[src/eewp_regs.vh]
// opcodes, status field positions and timing counts of the eeprom protection block
`ifndef EEWP_REGS_VH
`define EEWP_REGS_VH
`define EEWP_OP_SET_LATCH     8'h06
`define EEWP_OP_CLR_LATCH     8'h04
`define EEWP_OP_RD_STATUS     8'h05
`define EEWP_OP_WR_STATUS     8'h01
`define EEWP_OP_RD_ARRAY      8'h03
`define EEWP_OP_WR_ARRAY      8'h02
`define EEWP_BIT_PIN_GUARD    7
`define EEWP_BIT_GUARD_HI     3
`define EEWP_BIT_GUARD_LO     2
`define EEWP_BIT_LATCH        1
`define EEWP_BIT_BUSY         0
`define EEWP_GUARD_RESET      3'h0
`define EEWP_BOUND_QUARTER    11'h600
`define EEWP_BOUND_HALF       11'h400
`define EEWP_WRITE_TIME_NS    5000000
`define EEWP_CLK_PERIOD_NS    10
`define EEWP_WRITE_CYCLES     (`EEWP_WRITE_TIME_NS / `EEWP_CLK_PERIOD_NS)
`endif

[src/eewp_protect.v]
// write latch, status byte and write-protect gating behind the serial port
`timescale 1ns/1ps
`include "eewp_regs.vh"
// Operation
// - set-latch command sets the latch, clear-latch command clears it.
// - array or status writes run only when the latch was already set.
// - latch clears at power-up and after clear, status write, array write.
// - status byte can be read at any time, even while busy.
// - status layout: guard enable 7, guard hi 3, lo 2, latch 1, busy 0.
// - busy flag is 1 during internal write; status write cannot change it.
// - latch flag is read-only; latch commands work even when status blocked.
// - block guard bits change only by status write and are retained.
// - guard codes protect none, 600h-7FFh, 400h-7FFh, or whole array.
// - pin guard enable bit decides whether the guard pin matters.
// - hardware protection active only with pin low and enable bit set.
// - hardware protection blocks only nonvolatile status bit writes.
// - write starts only if select rises right after a whole byte.
// - array accesses during an internal write are ignored.
// - after power-on sit in standby, output off, until select goes low.
// - opcodes are 8 bits: 06h, 04h, 05h, 01h.
// - all bytes shift most significant bit first.
// - guard pin falling after a write has begun does not affect it.
module eewp_protect #(
    parameter WRITE_CYCLES = `EEWP_WRITE_CYCLES
) (
    // clock, reset, enable
    input  wire        ref_clk,
    input  wire        rst_n,
    input  wire        clk_en,
    // serial pins
    input  wire        sel_n,
    input  wire        sclk,
    input  wire        sdi,
    output reg         sdo,
    output reg         sdo_oe,
    input  wire        guard_pin_n,
    // retained bits: value restored after power-up
    input  wire [2:0]  nv_guard_init,
    // array write port and status byte
    output reg         array_wr_go,
    output reg  [10:0] array_wr_addr,
    output reg  [7:0]  array_wr_data,
    output wire        array_busy,
    output wire [7:0]  protection_status
);
    localparam ST_OP   = 3'h0;
    localparam ST_ADDR = 3'h1;
    localparam ST_DATA = 3'h2;
    localparam ST_RDST = 3'h3;
    localparam ST_WRST = 3'h4;
    localparam ST_SKIP = 3'h5;
    localparam ST_CMD  = 3'h6;

    reg  [2:0]  sel_s, clk_s, di_s, gp_s;
    reg         write_latch;
    reg         pin_guard_enable, block_guard_hi, block_guard_lo;
    reg         nv_loaded;
    reg  [31:0] busy_cnt;
    reg  [2:0]  state;
    reg  [2:0]  bit_cnt;
    reg  [4:0]  addr_bits;
    reg  [7:0]  shift_in;
    reg  [7:0]  shift_out;
    reg  [7:0]  opcode;
    reg  [10:0] addr;
    reg  [7:0]  wr_data;
    reg  [7:0]  wr_status;
    reg         byte_done;
    reg         hw_block;
    wire        write_busy_flag = (busy_cnt != 32'h0);
    wire        sel_rise  = sel_s[2] == 1'b0 && sel_s[1] == 1'b1;
    wire        sel_fall  = sel_s[2] == 1'b1 && sel_s[1] == 1'b0;
    wire        clk_rise  = !sel_s[1] && clk_s[2] == 1'b0 && clk_s[1] == 1'b1;
    wire        clk_fall  = !sel_s[1] && clk_s[2] == 1'b1 && clk_s[1] == 1'b0;
    wire [7:0]  next_byte = {shift_in[6:0], di_s[1]};
    wire        hw_guard  = !gp_s[1] && pin_guard_enable;
    reg         addr_guarded;

    assign array_busy = write_busy_flag;
    assign protection_status = {pin_guard_enable, 3'h0, block_guard_hi, block_guard_lo,
                                write_latch, write_busy_flag};

    always @* begin
        case ({block_guard_hi, block_guard_lo})
            2'b01:   addr_guarded = addr >= `EEWP_BOUND_QUARTER;
            2'b10:   addr_guarded = addr >= `EEWP_BOUND_HALF;
            2'b11:   addr_guarded = 1'b1;
            default: addr_guarded = 1'b0;
        endcase
    end

    always @(posedge ref_clk or negedge rst_n) begin
        if (!rst_n) begin
            sel_s <= 3'h7;
            clk_s <= 3'h0;
            di_s  <= 3'h0;
            gp_s  <= 3'h7;
        end else if (clk_en) begin
            sel_s <= {sel_s[1:0], sel_n};
            clk_s <= {clk_s[1:0], sclk};
            di_s  <= {di_s[1:0], sdi};
            gp_s  <= {gp_s[1:0], guard_pin_n};
        end
    end

    always @(posedge ref_clk or negedge rst_n) begin
        if (!rst_n) begin
            write_latch      <= 1'b0;
            pin_guard_enable <= 1'b0;
            block_guard_hi   <= 1'b0;
            block_guard_lo   <= 1'b0;
            nv_loaded        <= 1'b0;
            busy_cnt         <= 32'h0;
            state            <= ST_OP;
            bit_cnt          <= 3'h0;
            addr_bits        <= 5'h0;
            shift_in         <= 8'h00;
            shift_out        <= 8'h00;
            opcode           <= 8'h00;
            addr             <= 11'h000;
            wr_data          <= 8'h00;
            wr_status        <= 8'h00;
            byte_done        <= 1'b0;
            hw_block         <= 1'b0;
            sdo              <= 1'b0;
            sdo_oe           <= 1'b0;
            array_wr_go      <= 1'b0;
            array_wr_addr    <= 11'h000;
            array_wr_data    <= 8'h00;
        end else if (clk_en) begin
            array_wr_go <= 1'b0;
            if (!nv_loaded) begin
                // retained bits restored once after reset release
                nv_loaded <= 1'b1;
                {pin_guard_enable, block_guard_hi, block_guard_lo} <= nv_guard_init;
            end
            if (busy_cnt != 32'h0)
                busy_cnt <= busy_cnt - 32'h1;
            if (sel_fall) begin
                state     <= ST_OP;
                bit_cnt   <= 3'h0;
                addr_bits <= 5'h0;
                byte_done <= 1'b0;
                sdo_oe    <= 1'b1;
            end
            if (sel_rise) begin
                sdo_oe <= 1'b0;
                state  <= ST_OP;
                // only a whole byte boundary commits
                if (byte_done && bit_cnt == 3'h0) begin
                    if (state == ST_CMD && opcode == `EEWP_OP_SET_LATCH)
                        write_latch <= 1'b1;
                    else if (state == ST_CMD && opcode == `EEWP_OP_CLR_LATCH)
                        write_latch <= 1'b0;
                    else if (state == ST_SKIP && opcode == `EEWP_OP_WR_STATUS
                             && write_latch && !write_busy_flag) begin
                        write_latch <= 1'b0;
                        if (!hw_block) begin
                            pin_guard_enable <= wr_status[`EEWP_BIT_PIN_GUARD];
                            block_guard_hi   <= wr_status[`EEWP_BIT_GUARD_HI];
                            block_guard_lo   <= wr_status[`EEWP_BIT_GUARD_LO];
                            busy_cnt <= WRITE_CYCLES;
                        end
                    end else if (state == ST_DATA && opcode == `EEWP_OP_WR_ARRAY
                                 && addr_bits == 5'h3
                                 && write_latch && !write_busy_flag) begin
                        write_latch <= 1'b0;
                        if (!addr_guarded) begin
                            array_wr_go   <= 1'b1;
                            array_wr_addr <= addr;
                            array_wr_data <= wr_data;
                            busy_cnt      <= WRITE_CYCLES;
                        end
                    end
                end
            end else if (clk_rise) begin
                shift_in <= next_byte;
                bit_cnt  <= bit_cnt + 3'h1;
                if (bit_cnt == 3'h7) begin
                    byte_done <= 1'b1;
                    case (state)
                        ST_OP: begin
                            opcode <= next_byte;
                            if (next_byte == `EEWP_OP_RD_STATUS) begin
                                state     <= ST_RDST;
                                shift_out <= protection_status;
                            end else if (next_byte == `EEWP_OP_WR_STATUS) begin
                                state <= ST_WRST;
                                hw_block <= hw_guard;
                            end else if (next_byte == `EEWP_OP_WR_ARRAY
                                         || next_byte == `EEWP_OP_RD_ARRAY)
                                state <= ST_ADDR;
                            else if (next_byte == `EEWP_OP_SET_LATCH
                                     || next_byte == `EEWP_OP_CLR_LATCH)
                                state <= ST_CMD; // one-byte command, extra bytes cancel it
                            else
                                state <= ST_SKIP;
                        end
                        ST_ADDR: begin
                            addr_bits <= addr_bits + 5'h1;
                            if (addr_bits[0]) begin
                                addr  <= {addr[10:8], next_byte};
                                state <= (opcode == `EEWP_OP_WR_ARRAY) ? ST_DATA : ST_SKIP;
                            end else
                                addr <= {next_byte[2:0], 8'h00};
                        end
                        ST_DATA: begin
                            wr_data   <= next_byte;
                            addr_bits <= 5'h3; // marks a whole data byte received
                        end
                        ST_WRST: begin
                            wr_status <= next_byte;
                            hw_block  <= hw_block | hw_guard;
                            state     <= ST_SKIP;
                        end
                        ST_RDST: shift_out <= protection_status;
                        default: state <= ST_SKIP;
                    endcase
                end
            end else if (clk_fall) begin
                if (state == ST_RDST) begin
                    sdo       <= shift_out[7];
                    shift_out <= {shift_out[6:0], 1'b0};
                end else
                    sdo <= 1'b0;
            end
        end
    end
endmodule

[config.mk]
export PLATFORM = sky130hd
export DESIGN_NAME = eewp_protect
export DESIGN_NICKNAME = d
export VERILOG_FILES = /design/src/eewp_protect.v
export VERILOG_INCLUDE_DIRS = /design/src
export SDC_FILE = /design/constraint.sdc
export NUM_CORES = 1
export LEC_CHECK = 0
export BUFFER_PORTS_ARGS = -buffer_cell sky130_fd_sc_hd__buf_2
export CORE_MARGIN = 1.5
export CORE_UTILIZATION = 63
export CTS_BUF_LIST = sky130_fd_sc_hd__clkbuf_4
export CTS_CLUSTER_DIAMETER = 50
export DETAILED_ROUTE_END_ITERATION = 8
export PLACE_DENSITY = 0.89
export SYNTH_ARGS = -nofsm -noshare
export SYNTH_HDL_FRONTEND = slang
export SYNTH_SLANG_ARGS = --single-unit
[constraint.sdc]
create_clock -name ref_clk -period 3.5 [get_ports ref_clk]
set_input_delay 0.7 -clock ref_clk [delete_from_list [all_inputs] [get_ports ref_clk]]
set_output_delay 0.7 -clock ref_clk [all_outputs]
set_load 0.03 [all_outputs]
Word-level counts from Yosys, hierarchy flattened:

Cells that the tools add are included.

* $add $sub $neg: 3
* magnitude comparators: 2
* eq/ne operators: 25
* multiplexer cells: 78
* bitwise gates (word level): 12
* reductions and logical operators: 44

Operators with widths (count)
* $mux 32: 9
* $mux 8: 6
* $mux 1: 41
* $eq 8x3->1 const B: 5
* $mux 3: 12
* $reduce_bool 32->1: 1
* $sub 32x1->32 const B: 1
* $eq 8x2->1 const B: 3
* $ge 11x11->1 const B: 2
* $mux 5: 4
* $reduce_and 5->1: 4
* $logic_and 1x1->1: 17
* $eq 8x1->1 const B: 2
* $pmux 8 s2: 1
* $reduce_and 7->1: 2
* $eq 3x3->1 const B: 4
* $not 1->1: 11
* $pmux 5 s2: 1
* $reduce_bool 2->1: 5
* $pmux 3 s3: 1
* $reduce_and 4->1: 2
* $reduce_and 8->1: 1
* $eq 3x2->1 const B: 2
* $logic_not 3->1: 2
* 20 further kinds: 25

* bits in registers: 132
* input port bits: 10

Logic depth before layout (Yosys ltp):

Gate-level depths: netlist of run 1.

* word-level depth: 11
* mapped depth: 9
* depth with buffers taken out: 8

Worst setup path before layout of run 1:

Ideal clock, no wire load.

* path kind: flip-flop to output port
* start point: register busy_cnt[0]
* end point: output port protection_status[0]
* data arrival time: 2.472 ns
* required time: 2.800 ns
* path slack: 0.328 ns
* stages on the path, launching flop included: 9
* buffers on the path: 2
* cell sequence: dfrtp_1 > inv_1 > ha_1 > or3b_2 > clkbuf_1 > or4_1 > nor3_2 > inv_1 > buf_4

* cells in the longest elaborated chain, start to end: 1

Ends and longest elaborated chain
* start: declaration: RTL line eewp_protect.v:58 `reg [31:0] busy_cnt;`
* start signal: assignment: RTL line eewp_protect.v:138 `busy_cnt <= busy_cnt - 32'h1;`
* $reduce_bool 32->1: RTL line eewp_protect.v:70 `wire write_busy_flag = (busy_cnt != 32'h0);`
* end: declaration: RTL line eewp_protect.v:44 `output wire [7:0] protection_status`

Every way passes these cells.

Worst setup path after layout of run 1:

* start point: register busy_cnt[4]
* end point: output port protection_status[0]

The elaborated chain is that of the path after synthesis.

==> results of run 1 <==
==> flip-flops by register name, indices dropped and copies added (netlist names), 3 cells and up <==
register	flops
sel_s	3
clk_s	3
wr_data	8
array_wr_addr	11
bit_cnt	3
busy_cnt	32
state	3
wr_status	3
array_wr_data	8
shift_out	8
addr_bits	5
opcode	8
shift_in	7
addr	11
==> metal layers <==
layer	routed length, µm	track usage (%)
met1	5760	37.0
met2	6760	46.1
met3	728	6.76
met4	230	12.0
met5	0	0
==> path summary, 6_finish.rpt <==
kind                         startpoint              endpoint  slack [ns]  cells after the start
setup / recovery            busy_cnt[4]  protection_status[0]        0.07                      5
hold / removal                    rst_n           busy_cnt[3]        0.14                      1
setup reg to reg              opcode[5]      array_wr_data[3]        0.40                      5
hold reg to reg            busy_cnt[26]          busy_cnt[26]        0.48                      1
max in group asynchronous         rst_n           shift_in[3]        2.45                      2
min in group ref_clk              sel_n              sel_s[0]        0.39                      2
==> logic make-up (layout without fill, tap and decap cells) <==
| group | Yosys count | after routing | synth area share [%] |
|---|---|---|---|
| AO/OA/AOI/OAI | 75 | 75 | 8.27 |
| XOR/XNOR | 24 | 24 | 3.45 |
| adder cells (fa/ha/maj) | 7 | 7 | 1.44 |
| buffers and inverters | 50 | 102 | 3.84 |
| flip-flops | 127 | 127 | 52.2 |
| multiplexers | 64 | 64 | 12.9 |
| other | 1 | 3 | 0.0615 |
| AND/OR/NAND/NOR | 188 | 188 | 17.8 |
==> worst reg2reg max path: cells and delay by family (launching register included) <==
kind | cells | cell delay (ns)
flip-flops | 1 | 0.40
AO/OA/AOI/OAI | 1 | 0.55
AND/OR/NAND/NOR | 3 | 1.58
multiplexers | 1 | 0.45
==> metrics by stage <==
| stage | hold WS, ns | instance area [µm²] |
|---|---|---|
| floorplan | 0.404 | 6110 |
| global placement | 0.453 | 6380 |
| detailed placement | 0.461 | 6380 |
| CTS | 0.138 | 6660 |
| global route | 0.162 | 6690 |
| finish | 0.138 | 6690 |
==> report_power, final <==
group	switching [µW]	leakage (µW)	total, µW	internal [µW]
logic	203	0.00155	337	134
clock network	577	0.000147	996	418
registers	110	0.00168	1650	1540
==> timing repair <==
action                                  4_1_cts  5_1_grt
hold buffers                                  0        0
gates cloned                                  0        0
setup buffers                                 0        2
pin swaps                                     0        1
resized for setup                             3        4
endpoints found under the setup margin        2        2
==> cells in the mapped netlist (3+ instances only) <==
library cell / n / area share (%)
o22ai_1: 3 / 0.31
nand4_1: 9 / 0.92
dfstp_2: 5 / 2.2
or2_2: 6 / 0.62
nand2b_1: 4 / 0.41
nand3b_1: 6 / 0.74
a21oi_1: 8 / 0.66
inv_1: 18 / 1.1
nor3_1: 18 / 1.5
nor3b_1: 4 / 0.49
mux2_2: 43 / 7.9
nor4_1: 13 / 1.3
nor2_1: 14 / 0.86
clkbuf_1: 19 / 1.2
nand3_1: 18 / 1.5
ha_1: 7 / 1.4
a22o_1: 3 / 0.43
o21ai_0: 31 / 2.5
nor2b_1: 12 / 1.2
or3b_2: 5 / 0.72
or3_1: 8 / 0.82
o31ai_1: 8 / 0.98
mux2_4: 19 / 4.7
or4_1: 14 / 1.7
o41ai_1: 3 / 0.43
xnor2_1: 9 / 1.3
xor2_1: 15 / 2.2
dfrtp_1: 122 / 50
nand2_1: 44 / 2.7
buf_4: 8 / 0.98
==> cell type report <==
class                      instances  area, µm²
clock inverter                    15        146
sequential                       127       3190
multi-input combinational        361       2710
inverter                          19       71.3
tap                              129        161
clock buffer                      17        128
fill                             660       2630
timing repair buffer              51        293
==> flow_metrics.env, run 1 <==
export IMPL_start_kind="flop"
export IMPL_synth_seq_cells=127
export IMPL_netlist_area_um2=6100
export IMPL_die_y_um=101
export IMPL_cts_tree="yes"
export IMPL_numCtsBuffers=17
export IMPL_drtIter0Drc=241
export IMPL_syn_inst=536
export IMPL_vdd_drop_max_mv=0.387
export IMPL_avgViaCountPerCell=6.21
export IMPL_area_delta_synth_final_pct=9.74
export IMPL_drive_above_1_share_pct=29.2
export IMPL_coreArea_um2=9330
export IMPL_slowest_stage="or4_4"
export IMPL_worst_slack_ns=0.0746
export IMPL_grtUsageTotal_pct=28.4
export IMPL_cts_root_buf="clkbuf_4"
export IMPL_placed_cells=685
export IMPL_cts_sinks=127
export IMPL_cp_top_family="simple AND/OR/NAND/NOR gates"
export IMPL_maxCapViolations=0
export IMPL_start_util_pct=65.4
export IMPL_insertion_delay_ns=0.55
export IMPL_drv_slew=0
export IMPL_crit_arrival_ns=2.73
export IMPL_synth_edf_count=0
export IMPL_critPathRequiredTime_ns=2.80
export IMPL_diodes=0
export IMPL_mostFrequentLayoutCells="dfrtp_1 (121), nand2_1 (44), mux2_2 (43)"
export IMPL_dr_pass1_iters=5
export IMPL_grt_max_degree=48
export IMPL_die_area_um2=10300
export IMPL_gr_total_overflow=0
export IMPL_ys_types=64
export IMPL_drc=0
export IMPL_num_vias=4468
export IMPL_p_per_area_nw_per_um2=446
export IMPL_synth_main_ff_cell="dfrtp_1"
export IMPL_tightest_slew_ns=0.755
export IMPL_grt_pass1_wl_um=22000
export IMPL_antenna_left=0
export IMPL_ys_warn_count=0
export IMPL_postLayoutCoreUtil_pct=71.8
export IMPL_antenna_found_initial=0
export IMPL_io_buffers=37
export IMPL_nets=594
export IMPL_critPathKind="flop to output port"
export IMPL_fin_skew_ns=0.0259
export IMPL_crit_top_cell="or4_4"
export IMPL_cp_max_fo=8
export IMPL_cpPeakStageDelay_ns=0.60
export IMPL_hold_viol_final=0
export IMPL_syn_avg_cell_area_um2=11.4
export IMPL_wl_per_cell_um=18.7
export IMPL_path_cells="or4_4 > or4_4 > nor3_4 > inv_2 > buf_2"
export IMPL_path_buf_inv=2
export IMPL_synthArstFlopShare_pct=100
export IMPL_wirelength_um=13500
export IMPL_clock_path_buffers=2
export IMPL_slew_headroom_pct=49.7
export IMPL_seq_area_frac_synth_pct=52.2
export IMPL_p_leak_uw=0.00338
export IMPL_hp_class="primary input to asynchronous set/reset pin"
export IMPL_gp_congestion=0.942
export IMPL_finalSetupTns_ns=0
export IMPL_critical_path_endpoint_type="output port"
export IMPL_rows=35
export IMPL_status="finished, final reports clean"
export IMPL_cts_max_level=4
export IMPL_layout_commonest_cell="dfrtp_1"
export IMPL_dpl_hpwl_um=9180
export IMPL_timing_final_crit_share_pct=97.9
export IMPL_clk_pin_slew_worst_paths_ns=0.12
export IMPL_place_ws_ns=0.438
export IMPL_p_total_uw=2980
export IMPL_die_w_um=101
export IMPL_final_cells=719
export IMPL_ioPinCount=41
export IMPL_setup_viol=0
export IMPL_period_minus_slack_ns=3.43
export IMPL_fmax_mhz=292
export IMPL_grt_pass1_vias=4516
Power figures use the tool's default switching activity.
==> run 2, diff against run 1 <==
--- a/config.mk
+++ b/config.mk
@@ -7,12 +7,14 @@
 export NUM_CORES = 1
 export LEC_CHECK = 0
 export BUFFER_PORTS_ARGS = -buffer_cell sky130_fd_sc_hd__buf_2
+export CAP_MARGIN = 5
 export CORE_MARGIN = 1.5
 export CORE_UTILIZATION = 63
 export CTS_BUF_LIST = sky130_fd_sc_hd__clkbuf_4
 export CTS_CLUSTER_DIAMETER = 50
 export DETAILED_ROUTE_END_ITERATION = 8
 export PLACE_DENSITY = 0.89
+export SETUP_SLACK_MARGIN = 0.15
 export SYNTH_ARGS = -nofsm -noshare
 export SYNTH_HDL_FRONTEND = slang
 export SYNTH_SLANG_ARGS = --single-unit
==> run 2 against run 1 <==
Compared with the run above:
- critical path depth stayed put
- total power is 0.11% lower
- routed wire length is 1.4% higher
- worst setup slack better by 0.15 ns
- die area stayed put
- register-to-register slack hardly changed
- combinational power hardly changed
- sequential cell count stayed put
- via count is 0.29% higher
==> flow_metrics.env, run 2 (same netlist as run 1, synthesis figures left out) <==
export IMPL_largest_reg_flops=32
export IMPL_grt_pass1_vias=4538
export IMPL_numCtsBuffers=17
export IMPL_rows=35
export IMPL_p_per_area_nw_per_um2=441
export IMPL_ioPinCount=41
export IMPL_top_register="busy_cnt"
export IMPL_coreArea_um2=9330
export IMPL_critPathRequiredTime_ns=2.80
export IMPL_cts_tree="yes"
export IMPL_hold_buffers=0
export IMPL_cp_max_fo=6
export IMPL_drive_above_1_share_pct=30.2
export IMPL_diodes=0
export IMPL_grt_pass1_wl_um=22300
export IMPL_cts_root_buf="clkbuf_4"
export IMPL_maxCapViolations=0
export IMPL_nets=601
export IMPL_layout_commonest_cell="dfrtp_1"
export IMPL_p_leak_uw=0.00342
export IMPL_grtUsageTotal_pct=28.8
export IMPL_finalSetupTns_ns=0
export IMPL_period_minus_slack_ns=3.28
export IMPL_fmax_mhz=305
export IMPL_clk_pin_slew_worst_paths_ns=0.12
export IMPL_hp_class="primary input to asynchronous set/reset pin"
export IMPL_reg_largest_list="busy_cnt: 32 flops, addr: 11 flops, array_wr_addr: 11 flops"
export IMPL_io_buffers=37
export IMPL_clock_path_buffers=2
export IMPL_area_delta_synth_final_pct=10.9
export IMPL_drtIter0Drc=215
export IMPL_critPathKind="flop to output port"
export IMPL_rsz0062_at_grt="no"
export IMPL_insertion_delay_ns=0.55
export IMPL_placed_cells=685
export IMPL_wl_per_cell_um=18.8
export IMPL_fin_skew_ns=0.0257
export IMPL_mostFrequentLayoutCells="dfrtp_1 (122), nand2_1 (44), mux2_2 (43)"
export IMPL_die_w_um=101
export IMPL_die_area_um2=10300
export IMPL_grt_max_degree=48
export IMPL_antenna_found_initial=0
export IMPL_cts_max_level=4
export IMPL_slew_headroom_pct=49.6
export IMPL_hold_viol_final=0
export IMPL_dr_pass1_iters=4
export IMPL_gr_total_overflow=0
export IMPL_start_util_pct=65.4
export IMPL_tightest_slew_ns=0.757
export IMPL_setup_viol=0
export IMPL_start_kind="flop"
export IMPL_status="finished, final reports clean"
export IMPL_timing_final_crit_share_pct=93.6
export IMPL_antenna_left=0
export IMPL_cts_sinks=127
export IMPL_gp_congestion=0.942
export IMPL_final_cells=726
export IMPL_avgViaCountPerCell=6.17
export IMPL_crit_arrival_ns=2.58
export IMPL_die_y_um=101
export IMPL_vdd_drop_max_mv=0.386
export IMPL_wirelength_um=13700
export IMPL_critical_path_endpoint_type="output port"
export IMPL_num_vias=4481
export IMPL_dpl_hpwl_um=9180
export IMPL_drv_slew=0
export IMPL_drc=0
==> run 2: changes by cell type in the layout (fill, tap and decap cells not counted), sizes merged <==
cell,previous run,this run
buf,51,57
clkbuf,17,18
==> run 2: stage by stage <==
stage | area [µm²] | utilization (%) | hold WS, ns | setup slack, ns | total power, µW
floorplan | 6110 | - | 0.404 | 0.328 | 1870
global placement | 6380 | 68.4 | 0.453 | 0.497 | 1990
detailed placement | 6380 | 68.4 | 0.461 | 0.438 | 2010
CTS | 6720 | 72.0 | 0.138 | 0.162 | 2990
global route | 6760 | 72.5 | 0.165 | 0.150 | 3110
finish | 6760 | 72.5 | 0.147 | 0.224 | 2980
==> run 2: routing by layer <==
metal / global-route usage [%] / share of wire, %
met5: 0 / 0
met2: 46.5 / 50
met4: 11.6 / 1.6
met1: 37.9 / 43
met3: 6.76 / 6.1
==> run 2: critical path, cell delays in order (launching register included) <==
cell	delay, ns
dfrtp_1	0.43
or4_4	0.58
or4_4	0.51
nor3_4	0.24
inv_2	0.09
clkbuf_4	0.19
==> run 2: area by class of cell <==
cell class	instances	area, µm²
inverters	19	71.3
clock buffers	17	128
clock inverters	15	146
repair buffers	58	348
well taps	129	161
flip-flops and latches	127	3180
multi-input cells	361	2730
fillers	648	2560
==> run 2: worst paths after layout <==
path	from	cells after the start	endpoint	slack, ns
max	busy_cnt[23]	5	protection_status[0]	0.22
min	rst_n	1	busy_cnt[3]	0.15
max reg2reg	opcode[5]	5	array_wr_data[3]	0.41
min reg2reg	busy_cnt[31]	1	busy_cnt[31]	0.48
max in group asynchronous	rst_n	2	addr[10]	2.45
min in group ref_clk	sel_n	2	sel_s[0]	0.40
==> run 2: what timing repair did <==
action,4_1_cts,5_1_grt
pin swaps,1,2
setup endpoints to repair,2,2
gates resized for setup,6,4
buffers inserted,5,4
==> run 2: power by group <==
| part | internal, µW | switching [µW] |
|---|---|---|
| combinational | 134 | 204 |
| clock | 419 | 574 |
| sequential | 1540 | 109 |
| total | 2090 | 887 |
==> run 3, diff against run 2 <==
--- a/config.mk
+++ b/config.mk
@@ -9,11 +9,12 @@
 export BUFFER_PORTS_ARGS = -buffer_cell sky130_fd_sc_hd__buf_2
 export CAP_MARGIN = 5
 export CORE_MARGIN = 1.5
-export CORE_UTILIZATION = 63
+export CORE_UTILIZATION = 65
 export CTS_BUF_LIST = sky130_fd_sc_hd__clkbuf_4
 export CTS_CLUSTER_DIAMETER = 50
 export DETAILED_ROUTE_END_ITERATION = 8
-export PLACE_DENSITY = 0.89
+export GPL_ROUTABILITY_DRIVEN = 0
+export PLACE_DENSITY = 0.91
 export SETUP_SLACK_MARGIN = 0.15
 export SYNTH_ARGS = -nofsm -noshare
 export SYNTH_HDL_FRONTEND = slang
==> constraint.sdc (replaced) <==
create_clock -name ref_clk -period 4.2 [get_ports ref_clk]
set_input_delay 0.84 -clock ref_clk [delete_from_list [all_inputs] [get_ports ref_clk]]
set_output_delay 0.84 -clock ref_clk [all_outputs]
set_load 0.03 [all_outputs]
==> run 3 against run 2 <==
Compared with the run above:
- die area is 3.0% lower
- sequential power down 17%
- largest cell class unchanged
- hold slack improved by 0.22 ns
- largest power group unchanged
- count of clock-buffer cells in the layout grew 1
- clock skew is essentially flat
==> flow_metrics.env, run 3 (same netlist as run 1, synthesis figures left out) <==
export IMPL_status="finished, final reports clean"
export IMPL_cp_num_cells=6
export IMPL_r2r_end="array_wr_data[5]"
export IMPL_internal_power_uw=1800
export IMPL_hp_class="primary input to asynchronous set/reset pin"
export IMPL_drc=0
export IMPL_r2r_cells=7
export IMPL_antenna_left=0
export IMPL_hold_buffers=0
export IMPL_crit_top_cell="or4_1"
export IMPL_timing_final_crit_share_pct=92.5
export IMPL_mostFrequentLayoutCells="dfrtp_1 (122), nand2_1 (44), mux2_2 (43)"
export IMPL_cp_max_fo=15
export IMPL_r2r_setup_slack_ns=0.83
export IMPL_crit_arrival_ns=3.05
export IMPL_num_vias=4397
export IMPL_slew_headroom_pct=43.9
export IMPL_antenna_found_initial=0
export IMPL_path_buf_inv=3
export IMPL_reg_largest_list="busy_cnt: 32 flops, addr: 11 flops, array_wr_addr: 11 flops"
export IMPL_start_util_pct=66.6
export IMPL_clk_pin_slew_worst_paths_ns=0.12
export IMPL_wl_per_cell_um=18.8
export IMPL_die_area_um2=9970
export IMPL_cp_top_family="simple AND/OR/NAND/NOR gates"
export IMPL_clock_path_buffers=2
export IMPL_comb_power_share_pct=11.0
export IMPL_p_leak_uw=0.00334
export IMPL_n_fill_cell=596
export IMPL_placed_cells=661
export IMPL_die_y_um=99.9
export IMPL_finalSetupTns_ns=0
export IMPL_tightest_slew_ns=0.833
export IMPL_slowest_stage="or4_1"
export IMPL_maxCapViolations=0
export IMPL_drtIter0Drc=328
export IMPL_drv_slew=0
export IMPL_cts_max_level=4
export IMPL_critPathRequiredTime_ns=3.36
export IMPL_rows=35
export IMPL_top_register="busy_cnt"
export IMPL_swShare_pct=27.9
export IMPL_fmax_mhz=257
export IMPL_setup_viol=0
export IMPL_p_per_area_nw_per_um2=378
export IMPL_grt_pass1_vias=4475
export IMPL_fin_skew_ns=0.0257
export IMPL_critical_path_endpoint_type="output port"
export IMPL_cpPeakStageDelay_ns=0.69
export IMPL_pwr_share_seq_pct=54.9
export IMPL_final_cells=691
export IMPL_diodes=0
export IMPL_critPathKind="flop to output port"
export IMPL_dpl_hpwl_um=9030
export IMPL_grtUsageTotal_pct=27.9
export IMPL_gr_total_overflow=0
export IMPL_ioPinCount=41
export IMPL_rsz0062_at_grt="no"
export IMPL_area_delta_synth_final_pct=8.41
export IMPL_r2r_start="busy_cnt[0]"
export IMPL_path_cells="or4_1 > or4_1 > nor3_2 > buf_4 > inv_1 > buf_2"
export IMPL_wirelength_um=13000
export IMPL_grt_pass1_wl_um=21600
export IMPL_numCtsBuffers=17
export IMPL_worstSetupEndpoint="protection_status[0]"
export IMPL_drive_above_1_share_pct=27.2
export IMPL_layout_commonest_cell="dfrtp_1"
export IMPL_avgViaCountPerCell=6.36
export IMPL_largest_reg_flops=32
export IMPL_hold_viol_final=0
export IMPL_netSwitchingPower_uw=697
export IMPL_start_kind="flop"
export IMPL_grt_max_degree=67
export IMPL_p_clk_share_pct=34.1
export IMPL_io_buffers=37
export IMPL_cts_sinks=127
export IMPL_vdd_drop_max_mv=0.387
export IMPL_place_ws_ns=0.856
export IMPL_dr_pass1_iters=4
export IMPL_worst_slack_ns=0.313
export IMPL_nets=586
export IMPL_die_w_um=99.9
export IMPL_insertion_delay_ns=0.54
export IMPL_coreArea_um2=9150
export IMPL_startpoint="busy_cnt[4]"
export IMPL_cts_root_buf="clkbuf_4"
export IMPL_cts_tree="yes"
export IMPL_period_minus_slack_ns=3.89
## run 3: changes by cell type in the layout (fill, tap and decap cells not counted), moves of 3 or more
| cell | before | now |
|---|---|---|
| or4_4 | 5 | 1 |
| clkinv_4 | 4 | 0 |
| clkinvlp_4 | 2 | 5 |
| buf_4 | 22 | 6 |
| or4_1 | 10 | 14 |
## run 3: repair_timing
item | in CTS | in global routing
setup endpoints to repair | 0 | 2
resized for setup | 0 | 1
buffers inserted | 0 | 0
## run 3: cell type report
class / count / area [µm²] / area share, %
clock buffers: 18 / 135 / 2.04
clock inverters: 12 / 146 / 2.21
inverters: 19 / 71.3 / 1.08
multi-input cells: 361 / 2690 / 40.7
flip-flops and latches: 127 / 3180 / 48.2
well taps: 111 / 139 / 2.10
repair buffers: 43 / 245 / 3.71
## run 3: worst min path at each step
stage,from,end,slack [ns]
after floorplan,busy_cnt[7],busy_cnt[7],0.43
after global placement,busy_cnt[26],busy_cnt[26],0.45
after detailed placement,busy_cnt[7],busy_cnt[7],0.46
after CTS,rst_n,busy_cnt[3],0.39
after global routing,rst_n,busy_cnt[18],0.43
final,rst_n,busy_cnt[18],0.37
## run 3: worst reg2reg max path, stage by stage, from the launching register on
cell and delay [ns]:
dfrtp_1 0.43, inv_1 0.08, ha_1 0.20, or4b_2 0.64, or4_4 0.48, nor4_4 0.54
nand3_4 0.45, mux2_4 0.44
## run 3: through the flow
step	util, %	power [µW]	instance area, µm²	hold slack (ns)
after CTS	72.2	2500	6610	0.388
after floorplan	-	1560	6110	0.433
after detailed placement	69.1	1670	6330	0.457
after global placement	69.1	1650	6330	0.453
after global routing	72.2	2600	6610	0.429
final	72.2	2500	6610	0.366
## run 3: layer usage
metal | GRT usage (%) | wire (µm) | share of wire (%)
met4 | 11.8 | 333 | 2.6
met3 | 7.10 | 758 | 5.8
met2 | 46.6 | 6530 | 50
met5 | 0 | 0 | 0
met1 | 34.6 | 5350 | 41
## run 3: power by group through the flow
| stage | registers, µW | clock network (µW) | logic [µW] |
|---|---|---|---|
| 6_report | 1370 | 853 | 274 |
| 2_1_floorplan | 1360 | 0 | 197 |
| 4_1_cts | 1370 | 861 | 276 |
| 3_3_place_gp | 1390 | 0 | 263 |
| 3_5_place_dp | 1390 | 0 | 275 |
| 5_1_grt | 1380 | 908 | 310 |
